**src/spm_consts.svh**
```systemverilog
`ifndef SPM_CONSTS_SVH
`define SPM_CONSTS_SVH

// ----------------------------------------
// register byte offsets
// ----------------------------------------
`define SPM_ADDR_CTRL 12'h000
`define SPM_ADDR_DATA 12'h004
`define SPM_ADDR_CFG 12'h008
`define SPM_ADDR_RELOAD 12'h00c

// ----------------------------------------
// control register fields
// ----------------------------------------
`define SPM_CTRL_MODE_HI 7
`define SPM_CTRL_MODE_LO 6
`define SPM_CTRL_MULTI 5
`define SPM_CTRL_ENABLE 4
`define SPM_CTRL_TX9 3
`define SPM_CTRL_RX9 2
`define SPM_CTRL_TXF 1
`define SPM_CTRL_RXF 0

// ----------------------------------------
// configuration register fields
// ----------------------------------------
`define SPM_CFG_DOUBLE 0
`define SPM_CFG_RELOAD_SEL 1
`define SPM_CFG_OPEN_DRAIN 2
`define SPM_CFG_TX_IE 3
`define SPM_CFG_RX_IE 4

// ----------------------------------------
// reset values
// ----------------------------------------
`define SPM_CTRL_RST 8'h00
`define SPM_CFG_RST 5'h00
`define SPM_RELOAD_RST 10'h000

// ----------------------------------------
// timing counts
// ----------------------------------------
`define SPM_M0_DIV 12
`define SPM_RELOAD_TOP 10'h3ff
`define SPM_OS_LAST 4'hf
`define SPM_OS_MID 4'h7
`define SPM_BITS8_LAST 4'h7
`define SPM_BITS9_LAST 4'h8

`endif

```
**src/spm_pkg.sv**
```systemverilog
package spm_pkg;

	typedef enum logic [1:0] {
		spm_mode_sync = 2'h0,
		spm_mode_async8 = 2'h1,
		spm_mode_async9_fixed = 2'h2,
		spm_mode_async9_var = 2'h3
	} spm_mode_t;

	typedef enum logic [4:0] {
		spm_tx_idle = 5'h01,
		spm_tx_start = 5'h02,
		spm_tx_data = 5'h04,
		spm_tx_stop = 5'h08,
		spm_tx_shift = 5'h10
	} spm_tx_state_t;

	typedef enum logic [3:0] {
		spm_rx_idle = 4'h1,
		spm_rx_start = 4'h2,
		spm_rx_data = 4'h4,
		spm_rx_stop = 4'h8
	} spm_rx_state_t;

endpackage

```
**src/spm_baud_if.sv**
```systemverilog
`timescale 1ns/1ps
interface spm_baud_if;
	logic run;
	logic fixed_rate;
	logic rate_double;
	logic use_reload;
	logic [9:0] reload;
	logic t1_ovf;
	logic os_tick;
	logic half_tick;

	modport ctl (output run, output fixed_rate, output rate_double, output use_reload, output reload,
		output t1_ovf, input os_tick, input half_tick);
	modport gen (input run, input fixed_rate, input rate_double, input use_reload, input reload,
		input t1_ovf, output os_tick, output half_tick);
endinterface

```
**src/spm_baud.sv**
```systemverilog
`timescale 1ns/1ps
`include "spm_consts.svh"
module spm_baud (
	// clock and reset
	input wire logic clk_sys,
	input wire logic reset_n,
	// configuration and ticks
	spm_baud_if.gen bif
);

	localparam logic [3:0] M0_HALF_LAST = 4'(`SPM_M0_DIV / 2 - 1);

	logic [9:0] rl_cnt;
	logic rl_ovf;
	logic src;
	logic [1:0] pre_cnt;
	logic [1:0] pre_last;
	logic [3:0] half_cnt;

	// ----------------------------------------
	// rate source selection
	// ----------------------------------------
	assign rl_ovf = (rl_cnt == `SPM_RELOAD_TOP);
	// reload or timer source
	assign src = bif.fixed_rate ? 1'b1 : (bif.use_reload ? rl_ovf : bif.t1_ovf);
	// fixed 64 or 32 divide
	assign pre_last = (bif.fixed_rate | bif.use_reload) ? (bif.rate_double ? 2'h1 : 2'h3)
		: (bif.rate_double ? 2'h0 : 2'h1);

	// ----------------------------------------
	// reload generator, overflows every 1024 - reload cycles
	// ----------------------------------------
	always_ff @(posedge clk_sys or negedge reset_n) begin
		if (!reset_n) begin
			rl_cnt <= `SPM_RELOAD_RST;
		end else if (bif.run) begin
			rl_cnt <= rl_ovf ? bif.reload : rl_cnt + 10'h001;
		end
	end

	// ----------------------------------------
	// sixteen-times oversampling tick
	// ----------------------------------------
	always_ff @(posedge clk_sys or negedge reset_n) begin
		if (!reset_n) begin
			pre_cnt <= 2'h0;
			bif.os_tick <= 1'b0;
		end else if (bif.run) begin
			bif.os_tick <= 1'b0;
			if (src) begin
				if (pre_cnt >= pre_last) begin
					pre_cnt <= 2'h0;
					bif.os_tick <= 1'b1;
				end else begin
					pre_cnt <= pre_cnt + 2'h1;
				end
			end
		end
	end

	// ----------------------------------------
	// shift clock half period for the synchronous mode
	// ----------------------------------------
	// twelve cycles per bit
	always_ff @(posedge clk_sys or negedge reset_n) begin
		if (!reset_n) begin
			half_cnt <= 4'h0;
			bif.half_tick <= 1'b0;
		end else if (bif.run) begin
			if (half_cnt == M0_HALF_LAST) begin
				half_cnt <= 4'h0;
				bif.half_tick <= 1'b1;
			end else begin
				half_cnt <= half_cnt + 4'h1;
				bif.half_tick <= 1'b0;
			end
		end
	end

endmodule

```
**src/spm_top.sv**
```systemverilog
`timescale 1ns/1ps
`include "spm_consts.svh"
// Overview of operation
// Four modes: one synchronous shifter, three asynchronous with 8 or 9 data bits.
// Mode field 00 synchronous, 01 mode 1, 10 mode 2, 11 mode 3.
// Synchronous mode: transmit pin carries the shift clock in both directions.
// Synchronous mode: receive pin carries eight data bits, LSB first, both ways.
// Synchronous shift rate is the system clock divided by twelve.
// Synchronous mode: transmit flag sets after the eighth bit is sent.
// Synchronous receive starts when enabled and software clears a set receive flag.
// Asynchronous frame: start bit, 8 or 9 data bits, one stop bit.
// Writing the data buffer transmits; received data is read from it.
// Ninth transmit bit from a control bit; ninth received bit stored separately.
// Modes 1 and 3 take rate from reload generator or timer overflow.
// Mode 2 rate is clock/64, or clock/32 with the doubling bit set.
// Async transmit flag sets at stop start; receive flag mid stop bit.
// Flags are request and status; only software writes clear them.
// Separate enables gate the transmit and receive requests.
// Open-drain bit makes both pins open-drain, otherwise push-pull.
// Disabled port hands both pins back to their general purpose state.
// Software sets pins high and directions before using the port.
// Full duplex operation at rates up to 500 kHz.
// Enable low stops the engines and blocks the other registers.
// Asynchronous transmit line idles high between frames.
module spm_top (
	// clock and reset
	input wire logic clk_sys,
	input wire logic reset_n,
	input wire logic clk_en,
	// apb slave
	input wire logic psel,
	input wire logic penable,
	input wire logic pwrite,
	input wire logic [11:0] paddr,
	input wire logic [31:0] pwdata,
	output logic [31:0] prdata,
	output logic pready,
	output logic pslverr,
	// timer 1 overflow pulse
	input wire logic t1_ovf,
	// general purpose pin state used while disabled
	input wire logic gpio_tx_out,
	input wire logic gpio_tx_oe,
	input wire logic gpio_rx_out,
	input wire logic gpio_rx_oe,
	// serial pins
	input wire logic serial_rx_pin_in,
	output logic serial_tx_pin_out,
	output logic serial_tx_pin_oe,
	output logic serial_rx_pin_out,
	output logic serial_rx_pin_oe,
	// requests
	output logic tx_irq,
	output logic rx_irq
);

	// ----------------------------------------
	// registers and shared signals
	// ----------------------------------------
	logic mode_select_hi;
	logic mode_select_lo;
	logic multi_enable;
	logic port_module_enable;
	logic tx_ninth_bit;
	logic rx_ninth_bit;
	logic tx_complete_flag;
	logic rx_complete_flag;
	logic rate_double_bit;
	logic reload_sel;
	logic open_drain_select;
	logic tx_irq_enable;
	logic rx_irq_enable;
	logic [9:0] reload_value;
	logic [7:0] serial_data_buffer;
	spm_pkg::spm_mode_t mode;
	logic run;
	logic acc;
	logic commit;
	logic is_ctrl;
	logic is_data;
	logic is_cfg;
	logic is_reload;
	logic blocked;
	logic wr_ctrl;
	logic wr_data;
	logic wr_cfg;
	logic wr_reload;
	logic [31:0] rd_value;
	logic [7:0] ctrl_value;
	logic tx_set;
	logic rx_set;
	logic m0_rx_go;
	logic m0_rx_done;
	logic [3:0] last_bit;
	spm_pkg::spm_tx_state_t tx_state;
	logic [3:0] tx_os;
	logic [3:0] tx_bit;
	logic [8:0] tx_shift;
	logic tx_level;
	logic sclk;
	logic m0_dir_rx;
	logic m0_data;
	spm_pkg::spm_rx_state_t rx_state;
	logic [3:0] rx_os;
	logic [3:0] rx_bit;
	logic [8:0] rx_shift;
	logic rx_meta;
	logic rx_sync;
	logic rx_prev;
	logic rx_fall;
	logic [7:0] rx_byte;
	logic rx_ninth_value;
	logic tx_line;
	logic rx_drive;

	// four-mode field decode
	assign mode = spm_pkg::spm_mode_t'({mode_select_hi, mode_select_lo});
	// engines halt while disabled
	assign run = clk_en & port_module_enable;
	// eight or nine data bits
	assign last_bit = mode[1] ? `SPM_BITS9_LAST : `SPM_BITS8_LAST;

	// ----------------------------------------
	// rate generator
	// ----------------------------------------
	spm_baud_if bif ();
	assign bif.run = run;
	assign bif.fixed_rate = (mode == spm_pkg::spm_mode_async9_fixed);
	assign bif.rate_double = rate_double_bit;
	assign bif.use_reload = reload_sel;
	assign bif.reload = reload_value;
	assign bif.t1_ovf = t1_ovf;

	spm_baud u_baud (
		.clk_sys(clk_sys),
		.reset_n(reset_n),
		.bif(bif)
	);

	// ----------------------------------------
	// apb decode, one wait state on every access
	// ----------------------------------------
	assign acc = psel & penable & ~pready;
	assign commit = psel & penable & pready;
	assign is_ctrl = (paddr == `SPM_ADDR_CTRL);
	assign is_data = (paddr == `SPM_ADDR_DATA);
	assign is_cfg = (paddr == `SPM_ADDR_CFG);
	assign is_reload = (paddr == `SPM_ADDR_RELOAD);
	// only control stays reachable while disabled
	assign blocked = ~port_module_enable & ~is_ctrl;
	assign wr_ctrl = commit & pwrite & is_ctrl;
	assign wr_data = commit & pwrite & is_data & port_module_enable;
	assign wr_cfg = commit & pwrite & is_cfg & port_module_enable;
	assign wr_reload = commit & pwrite & is_reload & port_module_enable;
	assign ctrl_value = {mode_select_hi, mode_select_lo, multi_enable, port_module_enable,
		tx_ninth_bit, rx_ninth_bit, tx_complete_flag, rx_complete_flag};

	always_comb begin
		rd_value = 32'h0;
		if (!blocked) begin
			case (paddr)
				`SPM_ADDR_CTRL: rd_value = {24'h0, ctrl_value};
				// received byte read back here
				`SPM_ADDR_DATA: rd_value = {24'h0, serial_data_buffer};
				`SPM_ADDR_CFG: rd_value = {27'h0, rx_irq_enable, tx_irq_enable, open_drain_select,
					reload_sel, rate_double_bit};
				`SPM_ADDR_RELOAD: rd_value = {22'h0, reload_value};
				default: rd_value = 32'h0;
			endcase
		end
	end

	always_ff @(posedge clk_sys or negedge reset_n) begin
		if (!reset_n) begin
			pready <= 1'b0;
			prdata <= 32'h0;
			pslverr <= 1'b0;
		end else if (clk_en) begin
			pready <= acc;
			if (acc) begin
				prdata <= rd_value;
				pslverr <= ~(is_ctrl | is_data | is_cfg | is_reload) | blocked;
			end
		end
	end

	// ----------------------------------------
	// configuration registers
	// ----------------------------------------
	always_ff @(posedge clk_sys or negedge reset_n) begin
		if (!reset_n) begin
			{mode_select_hi, mode_select_lo, multi_enable, port_module_enable, tx_ninth_bit} <= 5'h00;
			{rx_irq_enable, tx_irq_enable, open_drain_select, reload_sel, rate_double_bit} <= `SPM_CFG_RST;
			reload_value <= `SPM_RELOAD_RST;
		end else if (clk_en) begin
			if (wr_ctrl) begin
				mode_select_hi <= pwdata[`SPM_CTRL_MODE_HI];
				mode_select_lo <= pwdata[`SPM_CTRL_MODE_LO];
				multi_enable <= pwdata[`SPM_CTRL_MULTI];
				port_module_enable <= pwdata[`SPM_CTRL_ENABLE];
				tx_ninth_bit <= pwdata[`SPM_CTRL_TX9];
			end
			if (wr_cfg) begin
				{rx_irq_enable, tx_irq_enable, open_drain_select, reload_sel, rate_double_bit} <= pwdata[4:0];
			end
			if (wr_reload) begin
				reload_value <= pwdata[9:0];
			end
		end
	end

	// ----------------------------------------
	// completion flags; a set in the clearing cycle wins
	// ----------------------------------------
	// clearing a set flag starts a shift-in
	assign m0_rx_go = wr_ctrl & ~pwdata[`SPM_CTRL_RXF] & rx_complete_flag & port_module_enable
		& (mode == spm_pkg::spm_mode_sync);

	// software clear only
	always_ff @(posedge clk_sys or negedge reset_n) begin
		if (!reset_n) begin
			tx_complete_flag <= 1'b0;
			rx_complete_flag <= 1'b0;
		end else if (clk_en) begin
			if (tx_set) begin
				tx_complete_flag <= 1'b1;
			end else if (wr_ctrl & ~pwdata[`SPM_CTRL_TXF]) begin
				tx_complete_flag <= 1'b0;
			end
			if (rx_set) begin
				rx_complete_flag <= 1'b1;
			end else if (wr_ctrl & ~pwdata[`SPM_CTRL_RXF]) begin
				rx_complete_flag <= 1'b0;
			end
		end
	end

	// per direction enables
	always_ff @(posedge clk_sys or negedge reset_n) begin
		if (!reset_n) begin
			tx_irq <= 1'b0;
			rx_irq <= 1'b0;
		end else if (clk_en) begin
			tx_irq <= tx_complete_flag & tx_irq_enable;
			rx_irq <= rx_complete_flag & rx_irq_enable;
		end
	end

	// ----------------------------------------
	// transmitter and synchronous shifter
	// ----------------------------------------
	// a busy shifter ignores new buffer writes; rate set by software
	always_ff @(posedge clk_sys or negedge reset_n) begin
		if (!reset_n) begin
			tx_state <= spm_pkg::spm_tx_idle;
			tx_os <= 4'h0;
			tx_bit <= 4'h0;
			tx_shift <= 9'h000;
			tx_level <= 1'b1;
			sclk <= 1'b1;
			m0_dir_rx <= 1'b0;
			m0_data <= 1'b1;
			tx_set <= 1'b0;
			m0_rx_done <= 1'b0;
		end else if (run) begin
			tx_set <= 1'b0;
			m0_rx_done <= 1'b0;
			unique case (tx_state)
				spm_pkg::spm_tx_idle: begin
					// idle high
					tx_level <= 1'b1;
					sclk <= 1'b1;
					tx_os <= 4'h0;
					tx_bit <= 4'h0;
					// buffer write starts sending
					if (wr_data) begin
						// ninth bit from control
						tx_shift <= {tx_ninth_bit, pwdata[7:0]};
						if (mode == spm_pkg::spm_mode_sync) begin
							tx_state <= spm_pkg::spm_tx_shift;
							m0_dir_rx <= 1'b0;
							m0_data <= pwdata[0];
						end else begin
							tx_state <= spm_pkg::spm_tx_start;
							tx_level <= 1'b0;
						end
					end else if (m0_rx_go) begin
						tx_state <= spm_pkg::spm_tx_shift;
						m0_dir_rx <= 1'b1;
					end
				end
				// start, data, stop
				spm_pkg::spm_tx_start: begin
					if (bif.os_tick) begin
						tx_os <= tx_os + 4'h1;
						if (tx_os == `SPM_OS_LAST) begin
							tx_state <= spm_pkg::spm_tx_data;
							tx_level <= tx_shift[0];
						end
					end
				end
				spm_pkg::spm_tx_data: begin
					if (bif.os_tick) begin
						tx_os <= tx_os + 4'h1;
						if (tx_os == `SPM_OS_LAST) begin
							tx_bit <= tx_bit + 4'h1;
							tx_shift <= {1'b0, tx_shift[8:1]};
							if (tx_bit == last_bit) begin
								tx_state <= spm_pkg::spm_tx_stop;
								tx_level <= 1'b1;
								// flag at stop bit start
								tx_set <= 1'b1;
							end else begin
								tx_level <= tx_shift[1];
							end
						end
					end
				end
				spm_pkg::spm_tx_stop: begin
					if (bif.os_tick) begin
						tx_os <= tx_os + 4'h1;
						if (tx_os == `SPM_OS_LAST) begin
							tx_state <= spm_pkg::spm_tx_idle;
						end
					end
				end
				spm_pkg::spm_tx_shift: begin
					if (bif.half_tick) begin
						sclk <= ~sclk;
						if (sclk) begin
							// falling edge presents the next bit
							if (tx_bit != 4'h0) begin
								m0_data <= tx_shift[0];
							end
						end else begin
							// rising edge samples, LSB first
							tx_shift <= {1'b0, rx_sync, tx_shift[7:1]};
							tx_bit <= tx_bit + 4'h1;
							if (tx_bit == `SPM_BITS8_LAST) begin
								tx_state <= spm_pkg::spm_tx_idle;
								// flag after eighth bit
								tx_set <= ~m0_dir_rx;
								// flag after eighth bit in
								m0_rx_done <= m0_dir_rx;
							end
						end
					end
				end
			endcase
		end
	end

	// ----------------------------------------
	// receive pin synchroniser
	// ----------------------------------------
	always_ff @(posedge clk_sys or negedge reset_n) begin
		if (!reset_n) begin
			rx_meta <= 1'b1;
			rx_sync <= 1'b1;
			rx_prev <= 1'b1;
		end else if (clk_en) begin
			rx_meta <= serial_rx_pin_in;
			rx_sync <= rx_meta;
			rx_prev <= rx_sync;
		end
	end
	assign rx_fall = rx_prev & ~rx_sync;

	// ----------------------------------------
	// asynchronous receiver
	// ----------------------------------------
	// in 8-bit mode the data sits one place higher and the stop bit is kept as ninth bit
	assign rx_byte = mode[1] ? rx_shift[7:0] : rx_shift[8:1];
	assign rx_ninth_value = mode[1] ? rx_shift[8] : rx_sync;

	always_ff @(posedge clk_sys or negedge reset_n) begin
		if (!reset_n) begin
			rx_state <= spm_pkg::spm_rx_idle;
			rx_os <= 4'h0;
			rx_bit <= 4'h0;
			rx_shift <= 9'h000;
			serial_data_buffer <= 8'h00;
			rx_ninth_bit <= 1'b0;
			rx_set <= 1'b0;
		end else if (run) begin
			rx_set <= 1'b0;
			if (m0_rx_done) begin
				serial_data_buffer <= tx_shift[7:0];
				rx_set <= 1'b1;
			end
			unique case (rx_state)
				spm_pkg::spm_rx_idle: begin
					rx_os <= 4'h0;
					rx_bit <= 4'h0;
					if (rx_fall && mode != spm_pkg::spm_mode_sync) begin
						rx_state <= spm_pkg::spm_rx_start;
					end
				end
				spm_pkg::spm_rx_start: begin
					if (bif.os_tick) begin
						rx_os <= rx_os + 4'h1;
						if (rx_os == `SPM_OS_MID) begin
							// a glitch shorter than half a bit is not a start
							rx_state <= rx_sync ? spm_pkg::spm_rx_idle : spm_pkg::spm_rx_data;
							rx_os <= 4'h0;
						end
					end
				end
				spm_pkg::spm_rx_data: begin
					if (bif.os_tick) begin
						rx_os <= rx_os + 4'h1;
						if (rx_os == `SPM_OS_LAST) begin
							rx_shift <= {rx_sync, rx_shift[8:1]};
							rx_bit <= rx_bit + 4'h1;
							if (rx_bit == last_bit) begin
								rx_state <= spm_pkg::spm_rx_stop;
							end
						end
					end
				end
				spm_pkg::spm_rx_stop: begin
					if (bif.os_tick) begin
						rx_os <= rx_os + 4'h1;
						if (rx_os == `SPM_OS_LAST) begin
							rx_state <= spm_pkg::spm_rx_idle;
							serial_data_buffer <= rx_byte;
							// ninth bit kept apart
							rx_ninth_bit <= rx_ninth_value;
							// flag mid stop bit
							rx_set <= ~(multi_enable & mode[1] & ~rx_ninth_value);
						end
					end
				end
			endcase
		end
	end

	// ----------------------------------------
	// pin drivers
	// ----------------------------------------
	// shift clock on transmit pin
	assign tx_line = (mode == spm_pkg::spm_mode_sync) ? sclk : tx_level;
	// keep data on the pin through the last rising clock, the far end samples there
	assign rx_drive = ((tx_state == spm_pkg::spm_tx_shift) & ~m0_dir_rx) | (tx_set & ~|mode);

	always_ff @(posedge clk_sys or negedge reset_n) begin
		if (!reset_n) begin
			serial_tx_pin_out <= 1'b0;
			serial_tx_pin_oe <= 1'b0;
			serial_rx_pin_out <= 1'b0;
			serial_rx_pin_oe <= 1'b0;
		end else if (clk_en) begin
			if (!port_module_enable) begin
				// back to general purpose
				serial_tx_pin_out <= gpio_tx_out;
				serial_tx_pin_oe <= gpio_tx_oe;
				serial_rx_pin_out <= gpio_rx_out;
				serial_rx_pin_oe <= gpio_rx_oe;
			end else begin
				// open-drain drives low only
				serial_tx_pin_out <= tx_line;
				serial_tx_pin_oe <= open_drain_select ? ~tx_line : 1'b1;
				serial_rx_pin_out <= rx_drive & m0_data;
				serial_rx_pin_oe <= rx_drive & (open_drain_select ? ~m0_data : 1'b1);
			end
		end
	end

endmodule

```
**config.mk**
```make
export PLATFORM = sky130hd
export DESIGN_NAME = spm_top
export DESIGN_NICKNAME = d
export VERILOG_FILES = /design/src/spm_pkg.sv /design/src/spm_baud_if.sv /design/src/spm_baud.sv /design/src/spm_top.sv
export VERILOG_INCLUDE_DIRS = /design/src
export SDC_FILE = /design/constraint.sdc
export NUM_CORES = 1
export LEC_CHECK = 0
export ABC_AREA = 1
export BUFFER_PORTS_ARGS = -buffer_cell sky130_fd_sc_hd__buf_2
export CORE_ASPECT_RATIO = 0.5
export CORE_MARGIN = 3
export CORE_UTILIZATION = 41
export DETAILED_ROUTE_END_ITERATION = 7
export PLACE_DENSITY_LB_ADDON = 0.05
export SLEW_MARGIN = 20
export SYNTH_ARGS = -nofsm -noshare
export SYNTH_HDL_FRONTEND = slang
export SYNTH_SLANG_ARGS = --single-unit
```
**constraint.sdc**
```tcl
create_clock -name clk_sys -period 1.52 [get_ports clk_sys]
set_input_delay 0.304 -clock clk_sys [delete_from_list [all_inputs] [get_ports clk_sys]]
set_output_delay 0.304 -clock clk_sys [all_outputs]
set_load 0.02 [all_outputs]
```
==> results of run 1 <==
## cells by family after synthesis
group | after synthesis | synth area share (%)
DFF | 120 | 45.19
muxes | 3 | 0.4691
xor gates and xnor gates | 9 | 1.182
other | 1 | 0.05624
buffers and inverters | 148 | 9.946
adders and majority gates | 8 | 1.501
AOI/OAI and AO/OA | 163 | 13.25
and+or+nand+nor | 424 | 28.41
## path summary, 6_finish.rpt
kind	startpoint	to	slack, ns
max in group asynchronous	reset_n	tx_level	0.54
min in group asynchronous	reset_n	u_baud.rl_cnt[6]	0.36
setup reg to reg	tx_state[1]	tx_shift[6]	-0.17
hold reg to reg	rx_meta	rx_meta	0.47
setup / recovery	tx_state[1]	tx_shift[6]	-0.17
hold / removal	serial_rx_pin_in	rx_meta	0.1
## final cells by class
class | instances | area (µm²)
well taps | 221 | 276.5
repair buffers | 198 | 1602
fillers | 1388 | 5979
flip-flops and latches | 120 | 3014
clock buffers | 22 | 454.2
clock inverters | 9 | 101.3
inverters | 109 | 435.4
multi-input cells | 630 | 3792
## critical path: cells and delay by family (launching register included)
family             cells  cell delay (ns)
DFF                    1             0.43
AOI/OAI and AO/OA      1             0.14
and+or+nand+nor        7             1.01
## power breakdown
part	total (mW)	internal (mW)	leakage, nW	switching (mW)
Sequential	3.24	3.23	1.53	0.0159
Combinational	0.372	0.116	2.93	0.255
Clock	3.92	2.43	0.273	1.49
## sequential cells by signal (all words and copies together) (netlist names), 2 cells and up
register / cells
tx_bit: 4
u_baud.half_cnt: 4
tx_shift: 9
rx_os: 4
tx_state: 5
rx_state: 4
bif.reload: 10
rx_shift: 9
prdata: 10
serial_data_buffer: 8
tx_os: 4
u_baud.rl_cnt: 10
u_baud.pre_cnt: 2
rx_bit: 4
## metrics by stage
stage	std cells	hold slack, ns	power [mW]
2_1_floorplan	897	0.008409	3.479
3_3_place_gp	1244	0.2687	3.658
3_5_place_dp	1244	0.2725	3.662
4_1_cts	1284	0.07947	7.594
5_1_grt	1309	0.1073	7.798
6_report	1309	0.09565	7.539
## routing by layer
metal	wire length, µm	up-vias	GRT usage (%)	share of wire, %
met5	0	-	0	0
met4	229	0	6.788	1.1
met3	1050	22	5.093	5.1
met2	9206	140	35.14	44
met1	10210	3138	31.87	49
li1	-	3223	-	-
## repair_timing
| item | in CTS | in global routing |
|---|---|---|
| pin swaps | 24 | 60 |
| hold endpoints to repair | 25 | 0 |
| cloned | 3 | 2 |
| buffers inserted | 5 | 24 |
| gates resized for setup | 84 | 164 |
| hold buffers | 1 | 0 |
| endpoints found under the setup margin | 57 | 85 |
## cells in the final DEF (no fill, tap or decap), drive strengths merged, types with 2 or more instances in the layout
cell,Yosys,routed
o41ai,2,2
a21oi,29,29
o211ai,4,4
o31ai,3,3
nand4,12,12
nand2,238,238
xnor2,2,2
clkinv,0,8
clkbuf,8,23
nor4,2,2
mux2i,2,2
nor3,9,9
clkinvlp,0,2
xor2,7,7
or2,5,5
nand3,66,67
buf,31,196
dfstp,8,8
o22ai,6,6
nor2,89,89
nand3b,2,2
bufinv,0,2
conb,1,22
dfrtp,112,112
inv,109,106
o21ai,114,114
o21a,2,2
ha,8,8
==> results.ini, run 1 <==
[timing]
finalHoldViolations = 0
fin_crit_sh_pct = 111.0
drv_slew = 0
final.setup.tns_ns = -3.257
setup_viol = 41
setup_ws_ns = -0.1675
rsz0062_at_grt = yes
skew_ns = 0.01173
fmax_mhz = 592.6
period_minus_slack_ns = 1.688

[outcome]
status = finished with violations
violations = negative setup slack

[layout]
antenna_cells = 0
fin_area_um2 = 9676
final_util_pct = 61.80
layout.nets = 1140
area.growth.synth_to_final_pct = 45.11
drive_gt1_share_pct = 36.67

[synth]
synth-main-ff-cell = dfrtp_1
synthArstFlopShare_pct = 100.0
synth_commonest_cells = nand2_1 (229), dfrtp_1 (112), inv_1 (100)
synthDistinctLibCells = 46
yosysWarnings = 0
synth-seq-area-share_pct = 45.19
avgSynthCellArea_um2 = 7.611
synth_top_cell_by_area = dfrtp_1
post-synth-top-count-cell = nand2_1
yosys.area.top_type_share_pct = 42.03
synth_cells = 876
synth_area_leaders = dfrtp_1 (42%), nand2_1 (13%), o21ai_0 (5.9%), inv_1 (5.6%), nand3_1 (4.6%)
ys_ff_latch = 120
synth_area_um2 = 6668
synth_edf_count = 0

[cts]
cts_root_buffer = clkbuf_16
cts_tree = yes
clk_pin_slew_worst_paths_ns = 0.06
h-tree-depth = 4
cts_buffer_depth = 2
cts_sinks = 120
clock_latency_ns = 0.42
cts_buffers = 17

[run]
cap_viol_max_count = 0

[power_and_ir_drop]
leakage_nw = 4.738
ir_drop_uv = 817.5
power.density_nw_per_um2 = 779.2

[global_route]
grt_max_degree = 35
grt_first_pass_wirelength_um = 31380
overflow = 0
grt_pass1_vias = 6030
antenna_found_initial = 0
track_usage_pct = 22.63

[route]
ant_nets = 0
routed-via-count = 6523
drc = 0
drt_iter0_drc = 453
wl_per_cell_um = 15.81
post_drt_via_cell_ratio = 4.983
routed_wl_um = 20700
firstDrtPassIters = 5

[placed_design]
placed_area_um2 = 7973
pre_cts_ws_ns = -0.2321
post-dp-hpwl_um = 14650
port_buffers = 51
routabilityCongestion = 0.8234

[worst_setup_path]
crit_fanout = 6
crit_chain = nor2_4, nand2_4, nor2_8, o21ai_2, nor2_8, nand3_2, nand2_1, nand2_1
criticalPathCategory = flip-flop to flip-flop
r2r_cells = 8
crit_path_start_kind = flip-flop
cp_slowest_cell = dfrtp_2
arrival_ns = 2.00
setup.worst_path.end_class = flip-flop
cp.required_ns = 1.83
cp_slowest_stage_delay_ns = 0.43

[floorplanning]
die-area_um2 = 17920
ioPinCount = 96
fp.dieH_um = 96.18
core_um2 = 15660
dieWidth_um = 186.3
row_count = 32
initial_utilization_pct = 42.59

[worst_hold_path]
min_path_type = input port to flip-flop
worst_hold_path.num_cells = 3

(Power assumes the default switching activity.)
==> run 2, diff against run 1 <==
--- a/config.mk
+++ b/config.mk
@@ -10,8 +10,9 @@
 export BUFFER_PORTS_ARGS = -buffer_cell sky130_fd_sc_hd__buf_2
 export CORE_ASPECT_RATIO = 0.5
 export CORE_MARGIN = 3
-export CORE_UTILIZATION = 41
+export CORE_UTILIZATION = 40
 export DETAILED_ROUTE_END_ITERATION = 7
+export GPL_TIMING_DRIVEN = 0
 export PLACE_DENSITY_LB_ADDON = 0.05
 export SLEW_MARGIN = 20
 export SYNTH_ARGS = -nofsm -noshare
==> run 2 against run 1 <==
- the run still ends with negative setup slack left
- flip-flop and latch count is the same
- global-route usage is 0.29 points lower
- worst setup slack better by 0.070 ns
- register-to-register slack better by 0.07 ns
- first-iteration DRC count is 4.4% lower
- core utilization decreased by 1.9 points
- non-clock buffer count down 40
- critical endpoint is now tx_shift[4]
- largest power group unchanged
==> results.ini, run 2 (same netlist as run 1, synthesis figures left out) <==
[layout]
layout.nets = 1102  ; -3.3%
multi_input_area_um2 = 3909  ; +3.1%
drive_gt1_share_pct = 36.57  ; -0.10 points
fin_cells = 1271  ; -2.9%
fillers = 1414  ; +1.9%
final_util_pct = 59.94  ; -1.9 points
area.growth.synth_to_final_pct = 42.54
layout_common_cells = nand2_1 (188), dfrtp_1 (105), inv_1 (89)
antenna_cells = 0  ; unchanged
final-seq-area_um2 = 3022  ; +0.25%
final_common_cell = nand2_1

[route]
routed-via-count = 6398  ; -1.9%
wl_per_cell_um = 16.28  ; +2.9%
drc = 0  ; unchanged
firstDrtPassIters = 4  ; -1
drt_iter0_drc = 433  ; -4.4%
ant_nets = 0  ; unchanged
routed_wl_um = 20690  ; about the same
post_drt_via_cell_ratio = 5.034  ; +1.0%

[floorplanning]
die-area_um2 = 18350  ; +2.4%
fp.dieH_um = 97.30  ; +1.2%
row_count = 32  ; unchanged
dieWidth_um = 188.6  ; +1.2%
core_um2 = 15860  ; +1.3%
initial_utilization_pct = 42.05  ; -0.54 points
ioPinCount = 96  ; unchanged

[cts]
clk_pin_slew_worst_paths_ns = 0.06  ; about the same
cts_buffer_depth = 2  ; unchanged
cts_sinks = 120  ; unchanged
cts_root_buffer = clkbuf_16
clock_latency_ns = 0.42  ; about the same
cts_tree = yes
h-tree-depth = 4  ; unchanged
cts_buffers = 17  ; unchanged

[worst_setup_path]
r2r-start = tx_state[1]
critPathBufInv = 0  ; unchanged
criticalPathCategory = flip-flop to flip-flop
arrival_ns = 1.92  ; -0.08 ns
crit_path_start_kind = flip-flop
setup.worst_path.end_class = flip-flop
cp.depth = 8  ; unchanged
cp_slowest_stage_delay_ns = 0.42  ; about the same
setup.worst_path.start = tx_state[1]
r2r_cells = 8  ; unchanged
cp_slowest_cell = dfrtp_2
crit_fanout = 5  ; -1
crit_chain = nor2_4, nand2_4, nor2_8, o21ai_4, nor2_8, nand3_4, nand2_2, nand2_2
cp.required_ns = 1.82  ; about the same
worst_path_dominant_cell_family = simple AND/OR/NAND/NOR gates

[global_route]
antenna_found_initial = 0  ; unchanged
grt_pass1_vias = 6136  ; +1.8%
track_usage_pct = 22.34  ; -0.29 points
grt_first_pass_wirelength_um = 32420  ; +3.3%
overflow = 0  ; unchanged
grt_max_degree = 84  ; +140%

[placed_design]
dp_cells = 1170  ; -5.9%
port_buffers = 51  ; unchanged
post-dp-hpwl_um = 13970  ; -4.6%
routabilityCongestion = 0.8578  ; +4.2%

[timing]
relSlewSlack_pct = 53.43
fmax_mhz = 618.1  ; +4.3%
setup_ws_ns = -0.09787  ; +0.06967 ns
skew_ns = 0.01256  ; +0.0008289 ns
finalHoldViolations = 0  ; unchanged
setup_viol = 32  ; -22%
period_minus_slack_ns = 1.618  ; -0.06967 ns
fin_crit_sh_pct = 106.4  ; -4.6 points
rsz0062_at_grt = yes
drv_slew = 0  ; unchanged
tightest_slew_ns = 0.6985

[worst_hold_path]
worst_hold_path.num_cells = 3  ; unchanged
worstHoldStart = serial_rx_pin_in
min_path_type = input port to flip-flop

[power_and_ir_drop]
power.density_nw_per_um2 = 825.9  ; +6.0%
leakage_nw = 4.587  ; -3.2%
ir_drop_uv = 767.5  ; -6.1%

[outcome]
status = finished with violations
violations = negative setup slack

[run]
cap_viol_max_count = 0  ; unchanged

==> run 2: cell type report <==
type | instances | area share (%)
multi-input combinational | 632 | 41.13
sequential | 120 | 31.79
timing repair buffer | 119 | 9.689
inverter | 109 | 4.608
clock buffer | 18 | 4.516
buffer | 39 | 3.462
tap | 221 | 2.909
clock inverter | 13 | 1.896
==> run 2: worst register-to-register path, cell delays in order (launching register included) <==
cell and delay [ns]:
dfrtp_2 0.42, nor2_4 0.19, nand2_4 0.13, nor2_8 0.20
o21ai_4 0.11, nor2_8 0.19, nand3_4 0.13, nand2_2 0.09
nand2_2 0.05
==> run 2: per-layer routing <==
| metal | track usage (%) | vias to the layer above | share of wire (%) |
|---|---|---|---|
| li1 | - | 3140 | - |
| met1 | 32.02 | 3100 | 48 |
| met2 | 33.71 | 142 | 46 |
| met3 | 6.306 | 16 | 5.7 |
| met4 | 4.746 | 0 | 0.73 |
| met5 | 0 | - | 0 |
==> run 2: where the power goes <==
group	internal, mW	leakage (nW)	switching (mW)
logic	0.121	2.79	0.254
registers	3.23	1.52	0.0167
clock network	2.72	0.280	1.51
==> run 2: metrics by stage <==
step           area (µm²)  hold slack, ns  TNS, ns  total power, mW  setup slack [ns]
5_1_grt              9504          0.1077   -5.901            8.120           -0.2046
2_1_floorplan        6748        0.008409        0            3.479          0.001383
6_report             9504         0.09837   -1.789            7.849          -0.09787
3_3_place_gp         7279          0.4545  -202.12            3.652            -1.538
4_1_cts              8726         0.08800   -1.924            7.890           -0.1663
3_5_place_dp         7317          0.2042   -26.77            3.664           -0.4230
==> run 2: what timing repair did <==
| action | in CTS | in global routing |
|---|---|---|
| setup buffers | 38 | 26 |
| hold buffers | 1 | 0 |
| resized for setup | 129 | 172 |
| setup endpoints to repair | 89 | 99 |
| gates cloned | 6 | 1 |
| endpoints found under the hold margin | 32 | 0 |
| pin swaps | 29 | 43 |
==> run 2: worst paths after layout <==
path	end	slack [ns]
setup / recovery	tx_shift[4]	-0.1
setup reg to reg	tx_shift[4]	-0.1
max in group asynchronous	u_baud.rl_cnt[2]	0.40
hold / removal	rx_meta	0.1
min in group asynchronous	u_baud.half_cnt[2]	0.36
hold reg to reg	rx_meta	0.46
